## src/inc/bpds_defs.svh

```systemverilog
`ifndef BPDS_DEFS_SVH
`define BPDS_DEFS_SVH

// Register byte offsets on the APB.
`define BPDS_OFS_CTRL      8'h00
`define BPDS_OFS_SHDN      8'h04
`define BPDS_OFS_RSTR      8'h08
`define BPDS_OFS_STAT      8'h0C

// Reset values.
`define BPDS_CTRL_RST      6'h00
`define BPDS_SHDN_RST      7'h00
`define BPDS_SHIFT_RST     3'h0

// Control register fields.
`define BPDS_CTRL_DIR      0
`define BPDS_CTRL_POL_AC   1
`define BPDS_CTRL_POL_BD   2
`define BPDS_CTRL_FB_EN    3
`define BPDS_CTRL_DRV_EN   4
`define BPDS_CTRL_COMPARATOR_TWO_SYNC   5
`define BPDS_CTRL_MSB      5

// Auto-shutdown control register fields.
`define BPDS_SHDN_STATUS   7
`define BPDS_SHDN_SRC_HI   6
`define BPDS_SHDN_SRC_LO   4
`define BPDS_SHDN_AC_HI    3
`define BPDS_SHDN_AC_LO    2
`define BPDS_SHDN_BD_HI    1
`define BPDS_SHDN_BD_LO    0
`define BPDS_SRC_CMP1      0
`define BPDS_SRC_CMP2      1
`define BPDS_SRC_PIN       2

// Restart register field.
`define BPDS_RSTR_AUTO     7

// Status register fields.
`define BPDS_STAT_TMR_HI   7
`define BPDS_STAT_TMR_LO   0
`define BPDS_STAT_DIR      8
`define BPDS_STAT_COND     9
`define BPDS_STAT_PFLAG    10

// Timer counts before the period end at which a direction change begins.
`define BPDS_DIR_LEAD      9'h004

// Shutdown pair codes.
`define BPDS_PSS_LOW       2'h0
`define BPDS_PSS_HIGH      2'h1
`define BPDS_PSS_TRI_BIT   1

`endif

```

## src/inc/bpds_pkg.sv

```systemverilog
package bpds_pkg;

  // Time base from the neighbouring period and duty logic.
  typedef struct packed {
    logic [7:0] count;
    logic [7:0] period;
    logic       start;
    logic       duty;
  } bpds_timebase_type;

  // One bridge pin: level and active-low output enable.
  typedef struct packed {
    logic out;
    logic oe_n;
  } bpds_pin_type;

  // Direction sequencer states.
  typedef enum logic {
    DIR_STEADY,
    DIR_BLANK
  } bpds_dir_state_type;

endpackage

```

## src/core/bpds_top.sv

```systemverilog
// Overview of operation
// - In full-bridge mode one direction bit selects forward or reverse operation.
// - A direction change takes effect at the next PWM cycle, never immediately.
// - On a pending change, B and D go inactive four timer counts before period end.
// - At that same moment A and C swap to drive the opposite direction.
// - Modulation of the new output restarts at the start of the next period.
// - No dead-band delay is inserted in either full-bridge direction.
// - Two polarity bits make pair A/C and pair B/D active-high or active-low.
// - A three-bit field selects comparator one, comparator two and the pin, in any mix.
// - A firmware write of one to the shutdown status bit is a shutdown event.
// - A shutdown event sets the status bit until firmware or auto-restart clears it.
// - A shutdown event places every enabled pin in its shutdown state at once.
// - Pair A/C shutdown field: 00 low, 01 high, 1x high-impedance.
// - Pair B/D shutdown field: 00 low, 01 high, 1x high-impedance.
// - The shutdown condition is level-sensitive and lasts while the source level stays.
// - Firmware writes to the status bit are ignored while the condition persists.
// - After the condition clears and a restart, output resumes at the next period start.
// - With auto-restart, status stays set during the condition, then clears by itself.
// - With the sync option, comparator two shutdown waits for the secondary timer.
// - Forward: A active, D modulated, B and C inactive; reverse mirrors with C and B.
// - The auto-restart bit picks hardware clearing or firmware clearing of the status bit.
//
// The APB slave port and the register addresses are this design's own decisions.
`timescale 1ns/100ps
`default_nettype none
`include "bpds_defs.svh"

module bpds_top #(
  parameter int SYNC_N = 3
) (
  // Clock and reset.
  input  wire logic                       pclk,
  input  wire logic                       presetn,
  // APB slave.
  input  wire logic                       psel,
  input  wire logic                       penable,
  input  wire logic                       pwrite,
  input  wire logic [7:0]                 paddr,
  input  wire logic [31:0]                pwdata,
  output var  logic [31:0]                prdata,
  output var  logic                       pready,
  output var  logic                       pslverr,
  // Time base from the period logic, same clock.
  input  wire bpds_pkg::bpds_timebase_type tbase,
  input  wire logic                       sec_timer_tick,
  // Shutdown sources from outside the clock domain.
  input  wire logic                       comparator_one,
  input  wire logic                       comparator_two,
  input  wire logic                       ext_int_n,
  // Bridge pins.
  output var  bpds_pkg::bpds_pin_type     bridge_out_a,
  output var  bpds_pkg::bpds_pin_type     bridge_out_b,
  output var  bpds_pkg::bpds_pin_type     bridge_out_c,
  output var  bpds_pkg::bpds_pin_type     bridge_out_d
);

  // The filter compares the last two stages, so at least three are needed.
  if (SYNC_N < 3) begin : g_bad_sync
    $error("SYNC_N must be at least 3.");
  end

  // Decodes one register address.
  function automatic logic reg_hit(input logic [7:0] addr, input logic [7:0] ofs);
    reg_hit = (addr == ofs);
  endfunction

  // Drives one pin in normal or shutdown state.
  function automatic bpds_pkg::bpds_pin_type pin_drive(input logic       level,
                                                        input logic       shut,
                                                        input logic [1:0] pss,
                                                        input logic       drv);
    bpds_pkg::bpds_pin_type p;
    p.out  = 1'b0;
    p.oe_n = 1'b1;
    if (drv && shut) begin
      p.out  = (pss == `BPDS_PSS_HIGH);
      p.oe_n = pss[`BPDS_PSS_TRI_BIT];
    end else if (drv) begin
      p.out  = level;
      p.oe_n = 1'b0;
    end
    pin_drive = p;
  endfunction

  logic [`BPDS_CTRL_MSB:0]       ctrl_q;
  logic [`BPDS_SHDN_SRC_HI:0]    shdn_cfg_q;
  logic                          auto_restart_q;
  logic                          status_q;
  logic                          status_d;
  logic                          resume_wait_q;
  logic                          pflag_q;
  logic                          run_q;
  logic                          dir_app_q;
  logic                          c2_gate_q;
  bpds_pkg::bpds_dir_state_type  dst_q;
  logic [2:0]                    filt_q;
  logic [2:0]                    async_in;
  logic                          wr_acc;
  logic                          fw_set;
  logic                          fw_clr;
  logic                          cond;
  logic                          c2_eff;
  logic                          early;
  logic                          pending;
  logic                          shut_now;
  logic                          mod;
  logic                          lvl_a;
  logic                          lvl_b;
  logic                          lvl_c;
  logic                          lvl_d;
  logic                          drv_en;
  logic                          pol_ac;
  logic                          pol_bd;
  logic [2:0]                    src;
  logic [1:0]                    pss_ac;
  logic [1:0]                    pss_bd;

  assign async_in = {ext_int_n, comparator_two, comparator_one};

  // Three-stage synchronisers reset to each source's idle level, so no false event follows reset.
  // A level is taken once the last two stages agree.
  for (genvar i = 0; i < 3; i++) begin : g_sync
    logic [SYNC_N-1:0] sync_q;
    always_ff @(posedge pclk or negedge presetn) begin
      if (!presetn) begin
        sync_q <= {SYNC_N{(i == `BPDS_SRC_PIN)}};
      end else begin
        sync_q <= {sync_q[SYNC_N-2:0], async_in[i]};
      end
    end
    always_ff @(posedge pclk or negedge presetn) begin
      if (!presetn) begin
        filt_q[i] <= (i == `BPDS_SRC_PIN);
      end else if (sync_q[SYNC_N-1] == sync_q[SYNC_N-2]) begin
        filt_q[i] <= sync_q[SYNC_N-1];
      end
    end
  end

  // Field views and the APB write strobes.
  assign drv_en  = ctrl_q[`BPDS_CTRL_DRV_EN];
  assign pol_ac  = ctrl_q[`BPDS_CTRL_POL_AC];
  assign pol_bd  = ctrl_q[`BPDS_CTRL_POL_BD];
  assign src     = shdn_cfg_q[`BPDS_SHDN_SRC_HI:`BPDS_SHDN_SRC_LO];
  assign pss_ac  = shdn_cfg_q[`BPDS_SHDN_AC_HI:`BPDS_SHDN_AC_LO];
  assign pss_bd  = shdn_cfg_q[`BPDS_SHDN_BD_HI:`BPDS_SHDN_BD_LO];
  assign wr_acc  = psel && penable && pwrite && pready;
  assign fw_set  = wr_acc && reg_hit(paddr, `BPDS_OFS_SHDN) && pwdata[`BPDS_SHDN_STATUS];
  assign fw_clr  = wr_acc && reg_hit(paddr, `BPDS_OFS_SHDN) && !pwdata[`BPDS_SHDN_STATUS];

  // Comparator two passes only on a secondary timer tick when sync is on.
  always_ff @(posedge pclk or negedge presetn) begin
    if (!presetn) begin
      c2_gate_q <= 1'b0;
    end else if (sec_timer_tick) begin
      c2_gate_q <= filt_q[`BPDS_SRC_CMP2];
    end
  end
  assign c2_eff = ctrl_q[`BPDS_CTRL_COMPARATOR_TWO_SYNC] ? c2_gate_q : filt_q[`BPDS_SRC_CMP2];

  // Selected sources ORed into one level condition.
  assign cond = (src[`BPDS_SRC_CMP1] && filt_q[`BPDS_SRC_CMP1])
             || (src[`BPDS_SRC_CMP2] && c2_eff)
             || (src[`BPDS_SRC_PIN] && !filt_q[`BPDS_SRC_PIN]);

  // Next shutdown status: the condition wins over any clear.
  always_comb begin
    if (cond || fw_set) begin
      status_d = 1'b1;
    end else if (auto_restart_q || fw_clr) begin
      status_d = 1'b0;
    end else begin
      status_d = status_q;
    end
  end

  // Shutdown status register.
  always_ff @(posedge pclk or negedge presetn) begin
    if (!presetn) begin
      status_q <= 1'b0;
    end else begin
      status_q <= status_d;
    end
  end

  // After a restart the pins keep their shutdown state until a new period.
  always_ff @(posedge pclk or negedge presetn) begin
    if (!presetn) begin
      resume_wait_q <= 1'b0;
    end else if (status_q && !status_d) begin
      resume_wait_q <= 1'b1;
    end else if (tbase.start) begin
      resume_wait_q <= 1'b0;
    end
  end

  // Modulation starts only at a period start, so no partial pulse appears.
  always_ff @(posedge pclk or negedge presetn) begin
    if (!presetn) begin
      run_q <= 1'b0;
    end else if (!ctrl_q[`BPDS_CTRL_FB_EN]) begin
      run_q <= 1'b0;
    end else if (tbase.start) begin
      run_q <= 1'b1;
    end
  end

  assign pending = ctrl_q[`BPDS_CTRL_DIR] != dir_app_q;
  assign early   = ({1'b0, tbase.count} + `BPDS_DIR_LEAD) == {1'b0, tbase.period};

  // Direction sequencer: switch A/C and blank B/D early, resume at next period.
  always_ff @(posedge pclk or negedge presetn) begin
    if (!presetn) begin
      dst_q     <= bpds_pkg::DIR_STEADY;
      dir_app_q <= 1'b0;
    end else if (!run_q) begin
      dst_q     <= bpds_pkg::DIR_STEADY;
      dir_app_q <= ctrl_q[`BPDS_CTRL_DIR];
    end else begin
      unique case (dst_q)
        bpds_pkg::DIR_STEADY: begin
          if (pending && early) begin
            dst_q     <= bpds_pkg::DIR_BLANK;
            dir_app_q <= ctrl_q[`BPDS_CTRL_DIR];
          end
        end
        bpds_pkg::DIR_BLANK: begin
          if (tbase.start) begin
            dst_q <= bpds_pkg::DIR_STEADY;
          end
        end
      endcase
    end
  end

  // Active-high bridge levels; A/C and B/D change on the same edge, no dead band.
  assign mod   = tbase.duty && run_q && (dst_q == bpds_pkg::DIR_STEADY);
  assign lvl_a = run_q && !dir_app_q;
  assign lvl_c = run_q && dir_app_q;
  assign lvl_d = mod && !dir_app_q;
  assign lvl_b = mod && dir_app_q;
  assign shut_now = status_q || status_d || resume_wait_q;

  // Pin registers: polarity first, then shutdown override.
  always_ff @(posedge pclk or negedge presetn) begin
    if (!presetn) begin
      bridge_out_a <= '{out: 1'b0, oe_n: 1'b1};
      bridge_out_b <= '{out: 1'b0, oe_n: 1'b1};
      bridge_out_c <= '{out: 1'b0, oe_n: 1'b1};
      bridge_out_d <= '{out: 1'b0, oe_n: 1'b1};
    end else begin
      bridge_out_a <= pin_drive(lvl_a ^ pol_ac, shut_now, pss_ac, drv_en);
      bridge_out_c <= pin_drive(lvl_c ^ pol_ac, shut_now, pss_ac, drv_en);
      bridge_out_b <= pin_drive(lvl_b ^ pol_bd, shut_now, pss_bd, drv_en);
      bridge_out_d <= pin_drive(lvl_d ^ pol_bd, shut_now, pss_bd, drv_en);
    end
  end

  // Configuration registers written at the APB access edge.
  always_ff @(posedge pclk or negedge presetn) begin
    if (!presetn) begin
      ctrl_q         <= `BPDS_CTRL_RST;
      shdn_cfg_q     <= `BPDS_SHDN_RST;
      auto_restart_q <= 1'b0;
    end else if (wr_acc) begin
      if (reg_hit(paddr, `BPDS_OFS_CTRL)) begin
        ctrl_q <= pwdata[`BPDS_CTRL_MSB:0];
      end
      if (reg_hit(paddr, `BPDS_OFS_SHDN)) begin
        shdn_cfg_q <= pwdata[`BPDS_SHDN_SRC_HI:0];
      end
      if (reg_hit(paddr, `BPDS_OFS_RSTR)) begin
        auto_restart_q <= pwdata[`BPDS_RSTR_AUTO];
      end
    end
  end

  // Period flag: set at each period start, write one to clear; the set wins.
  always_ff @(posedge pclk or negedge presetn) begin
    if (!presetn) begin
      pflag_q <= 1'b0;
    end else if (tbase.start) begin
      pflag_q <= 1'b1;
    end else if (wr_acc && reg_hit(paddr, `BPDS_OFS_STAT) && pwdata[`BPDS_STAT_PFLAG]) begin
      pflag_q <= 1'b0;
    end
  end

  // APB answer: read data and ready are prepared in the setup cycle.
  always_ff @(posedge pclk or negedge presetn) begin
    if (!presetn) begin
      pready  <= 1'b0;
      pslverr <= 1'b0;
      prdata  <= 32'h0000_0000;
    end else if (psel && !penable) begin
      pready  <= 1'b1;
      pslverr <= !(reg_hit(paddr, `BPDS_OFS_CTRL) || reg_hit(paddr, `BPDS_OFS_SHDN)
                || reg_hit(paddr, `BPDS_OFS_RSTR) || reg_hit(paddr, `BPDS_OFS_STAT));
      prdata  <= 32'h0000_0000;
      if (!pwrite && reg_hit(paddr, `BPDS_OFS_CTRL)) begin
        prdata[`BPDS_CTRL_MSB:0] <= ctrl_q;
      end
      if (!pwrite && reg_hit(paddr, `BPDS_OFS_SHDN)) begin
        prdata[`BPDS_SHDN_STATUS]     <= status_q;
        prdata[`BPDS_SHDN_SRC_HI:0]   <= shdn_cfg_q;
      end
      if (!pwrite && reg_hit(paddr, `BPDS_OFS_RSTR)) begin
        prdata[`BPDS_RSTR_AUTO] <= auto_restart_q;
      end
      if (!pwrite && reg_hit(paddr, `BPDS_OFS_STAT)) begin
        prdata[`BPDS_STAT_TMR_HI:`BPDS_STAT_TMR_LO] <= tbase.count;
        prdata[`BPDS_STAT_DIR]   <= dir_app_q;
        prdata[`BPDS_STAT_COND]  <= cond;
        prdata[`BPDS_STAT_PFLAG] <= pflag_q;
      end
    end else begin
      pready  <= 1'b0;
      pslverr <= 1'b0;
    end
  end
endmodule // bpds_top

`default_nettype wire

```

## config.mk

```make
export PLATFORM = sky130hd
export DESIGN_NAME = bpds_top
export DESIGN_NICKNAME = d
export VERILOG_FILES = /design/src/inc/bpds_pkg.sv /design/src/core/bpds_top.sv
export VERILOG_INCLUDE_DIRS = /design/src /design/src/inc
export SDC_FILE = /design/constraint.sdc
export NUM_CORES = 1
export LEC_CHECK = 0
export BUFFER_PORTS_ARGS = -buffer_cell sky130_fd_sc_hd__buf_2
export CAP_MARGIN = 20
export CORE_MARGIN = 5
export CORE_UTILIZATION = 43
export CTS_CLUSTER_DIAMETER = 60
export DETAILED_ROUTE_END_ITERATION = 7
export GPL_TIMING_DRIVEN = 0
export PLACE_DENSITY = 0.87
export SKIP_LAST_GASP = 1
export SLEW_MARGIN = 5
export SYNTH_ARGS = -nofsm -noshare
export SYNTH_HDL_FRONTEND = slang
export SYNTH_SLANG_ARGS = --single-unit
```

## constraint.sdc

```tcl
create_clock -name pclk -period 1.8 [get_ports pclk]
set_input_delay 0.27 -clock pclk [delete_from_list [all_inputs] [get_ports pclk]]
set_output_delay 0.27 -clock pclk [all_outputs]
set_load 0.03 [all_outputs]
```

==> impl_results.md <==
- Post-layout util: 0.550
- Standard-cell row count: 28
- Worst hold slack: -0.0218 ns
- Initial DRC Count: 90
- GRT Resource Usage Total: 0.162
- Routability cong.: 0.826
- Clock transition at path regs: 0.09 ns
- GR Overflow Total: 0
- Tightest Pin Transition: 0.655 ns
- Max Root-Sink Buffers: 2
- Compound-cell area share of the yosys netlist: 0.133
- Clk_skew: 0.0116 ns
- Post-Synth XOR/XNOR Area: 0.0512
- Full die area: 7610 sq um
- Lkg Pwr: 1.57 nW
- Synth area leader: dfrtp_1
- Vias/cell: 4.94
- Worst IR drop on VDD: 0.390 mV
- Vias in the first global route: 1,970
- Area delta synth->final: 25.5%
- WP data required: 2.00 ns
- Syn. warnings: 0
- Initial antenna violation count: 0
- Post-synthesis async set-or-reset flop share: 1.00
- First-pass GRT wire length: 9.42 mm
- Max-slew headroom: 0.564
- Final Cycle Share: 0.965
- Routed wire per std cell: 14.7 um
- Root Buffer: clkbuf_8
- Multi-input logic area: 1100 sq um
- CP peak stage delay: 0.41 ns
- CP Launch Type: flip-flop
- Hold Buf Count CTS: 0
- WL final: 5.98 mm
- Post-synth EDFFs: 0
- RSZ-0062 raised after global routing: true
- TNS Setup: 0 ns
- Main combinational cell family by area after synthesis: compound AO/OA/AOI/OAI gates
- Power Dens Cells: 695 nW/um^2
- Initial Utilization: 0.439
- # DRC: 0
- Crit-path cells: mux2_4 -> a221o_1 -> a2111oi_4 -> buf_6 -> buf_6 -> a21oi_2
- Adder-cell share of the synthesized area: 0.0166
- Pre-antenna DRT Iters: 4
- Max Cap Violations: 0
- Failing checks: negative hold slack
- Die Height: 87.3 um
- Post-synth top area share: 0.449
- Total number of vias: 2,007
- Mapped Cells: 235
- Min Tclk post-route: 1.74 ns
- Largest net degree at the start of global routing: 53
- Share of layout cells above drive strength 1: 0.414
- Ports: 109
- Synth Flop Type: dfrtp_1
- R2r setup slk: 0.06 ns
- Avg Cell Area, Syn: 10.9 sq um
- Reg area: 1310 sq um
- Final Hold Vio Count: 41
- Most common cell on crit path: buf_6
- Status: complete, but fails checks
- Mux share of post-synthesis cell area: 0.0658
- Register area share after synthesis: 0.510
- # H-tree levels: 2
- Count of cell types in the netlist: 44
- Detailed Place HPWL: 4.37 mm
- Critical-path top delay cell: dfrtp_1
- Arrival @ worst endpoint: 1.94 ns
- CTS tree: yes
- Diode count: 0
- Clock Sinks: 52
- Fillers: 498
- Synth Cell Area: 2570 sq um
- NumNets Final: 398
- CP Class: reg -> reg
- Maximum fanout along the worst path: 7
- Register bit count reported by yosys: 52
- Final Max Slew Viols: 0
- Worst-skew pair later-pin latency: 0.31 ns
- Chip width: 87.3 um
- Inserted Clock Buffers: 5
- Port Buf Inserts: 64
- Largest cells by area after synthesis: dfrtp_1 45%, buf_4 6.7%, mux2_2 6.6%
- DRT antenna net count: 0
- Crit. End Element: flip-flop
- Final Setup Violations: 0
- Fraction of the mapped netlist area in simple logic gates: 0.121
- F_max: 576 MHz
- Core ar.: 5850 sq um
- Worst Hold Class: in -> async
## worst paths after layout
| kind | startpoint | end | cells after the start |
|---|---|---|---|
| worst max-delay path | ctrl_q[5] | bridge_out_b[1] | 6 |
| worst min-delay path | presetn | g_sync[0].sync_q[0] | 1 |
| worst max register to register | ctrl_q[5] | bridge_out_b[1] | 6 |
| worst min register to register | g_sync[0].sync_q[0] | g_sync[0].sync_q[1] | 0 |
| max in group asynchronous | presetn | shdn_cfg_q[6] | 1 |
| min in group pclk | ext_int_n | g_sync[2].sync_q[0] | 1 |
## critical path: cells and delay by family (launching register included)
kind	cells	cell delay [ns]
buf+inv	2	0.31
flops	1	0.41
compound gates	3	0.61
mux	1	0.30
## area by class of cell
class | count | share of cell area
plain buffers | 29 | 0.0750
clock inverters | 1 | 0.00233
flip-flops and latches | 52 | 0.406
well taps | 75 | 0.0291
clock buffers | 7 | 0.0268
multi-input cells | 169 | 0.343
repair buffers | 68 | 0.112
inverters | 5 | 0.00583
## flip-flops by register name (all words and copies together) (netlist names), 2 cells and up
name and count:
bridge_out_a 2, bridge_out_b 2, ctrl_q 6, prdata 11, shdn_cfg_q 7, filt_q 3, g_sync.sync_q 9
## Yosys cell counts (4+ instances only)
cell and number:
nand2_1 26, o21ai_0 28, dfstp_2 6, xor2_1 7, a21oi_1 12, dfrtp_1 46, o21ai_1 4, nor2_1 4
inv_1 5, mux2_2 15, buf_4 23, nor2b_1 6, xnor2_1 8
## repair_timing
| action | in CTS | in global routing |
|---|---|---|
| resized for setup | 7 | 2 |
| endpoints found under the setup margin | 6 | 9 |
| setup buffers | 4 | 0 |
| pin swaps | 4 | 2 |
| cloned | 0 | 0 |
## per-layer routing
metal,share of wire,global-route usage,vias to the layer above
li1,-,-,961
met1,0.41,0.201,976
met2,0.51,0.277,62
met3,0.067,0.0331,8
met4,0.014,0.0572,0
met5,0,0,-
## kinds of logic (layout without fill, tap and decap cells)
| kind of cell | count (synthesis) | after routing |
|---|---|---|
| compound gates | 57 | 57 |
| xor+xnor | 15 | 15 |
| fa+ha+maj | 4 | 4 |
| buf+inv | 34 | 110 |
| flops | 52 | 52 |
| mux | 15 | 15 |
| other cells | 1 | 21 |
| simple gates | 57 | 57 |
## layout by cell type (no fill, tap or decap), types with 3 or more instances in the layout
master    Yosys  final
nand2_1      26     26
o31ai_1       3      3
maj3_1        3      3
inv_1         5      5
mux2_2       15     14
dfrtp_1      46     46
nor2b_1       6      6
clkbuf_8      3      9
nand3_1       3      3
dfstp_2       6      6
buf_2         0     63
o21ai_0      28     28
buf_4        23     26
xor2_1        7      7
buf_6         2      4
xnor2_1       8      8
a21oi_1      12     10
conb_1        1     21
nor2_1        4      4
## power breakdown
part           internal, mW  switching (mW)
clock                 0.313           0.384
sequential             1.20          0.0169
combinational         0.133           0.192
total                  1.65           0.592
## stage by stage
stage	std cells	instance area [sq um]	hold WS [ns]	power [mW]	worst slack, ns
2_1_floorplan	255	2640	-0.0256	1.43	0.0697
3_3_place_gp	394	3060	0.332	1.53	-0.219
3_5_place_dp	394	3060	0.335	1.54	-0.217
4_1_cts	406	3210	0.0501	2.25	-0.0528
5_1_grt	406	3220	0.0386	2.33	-0.0175
6_report	406	3220	-0.0218	2.24	0.0627
Power figures use the tool's default switching activity.
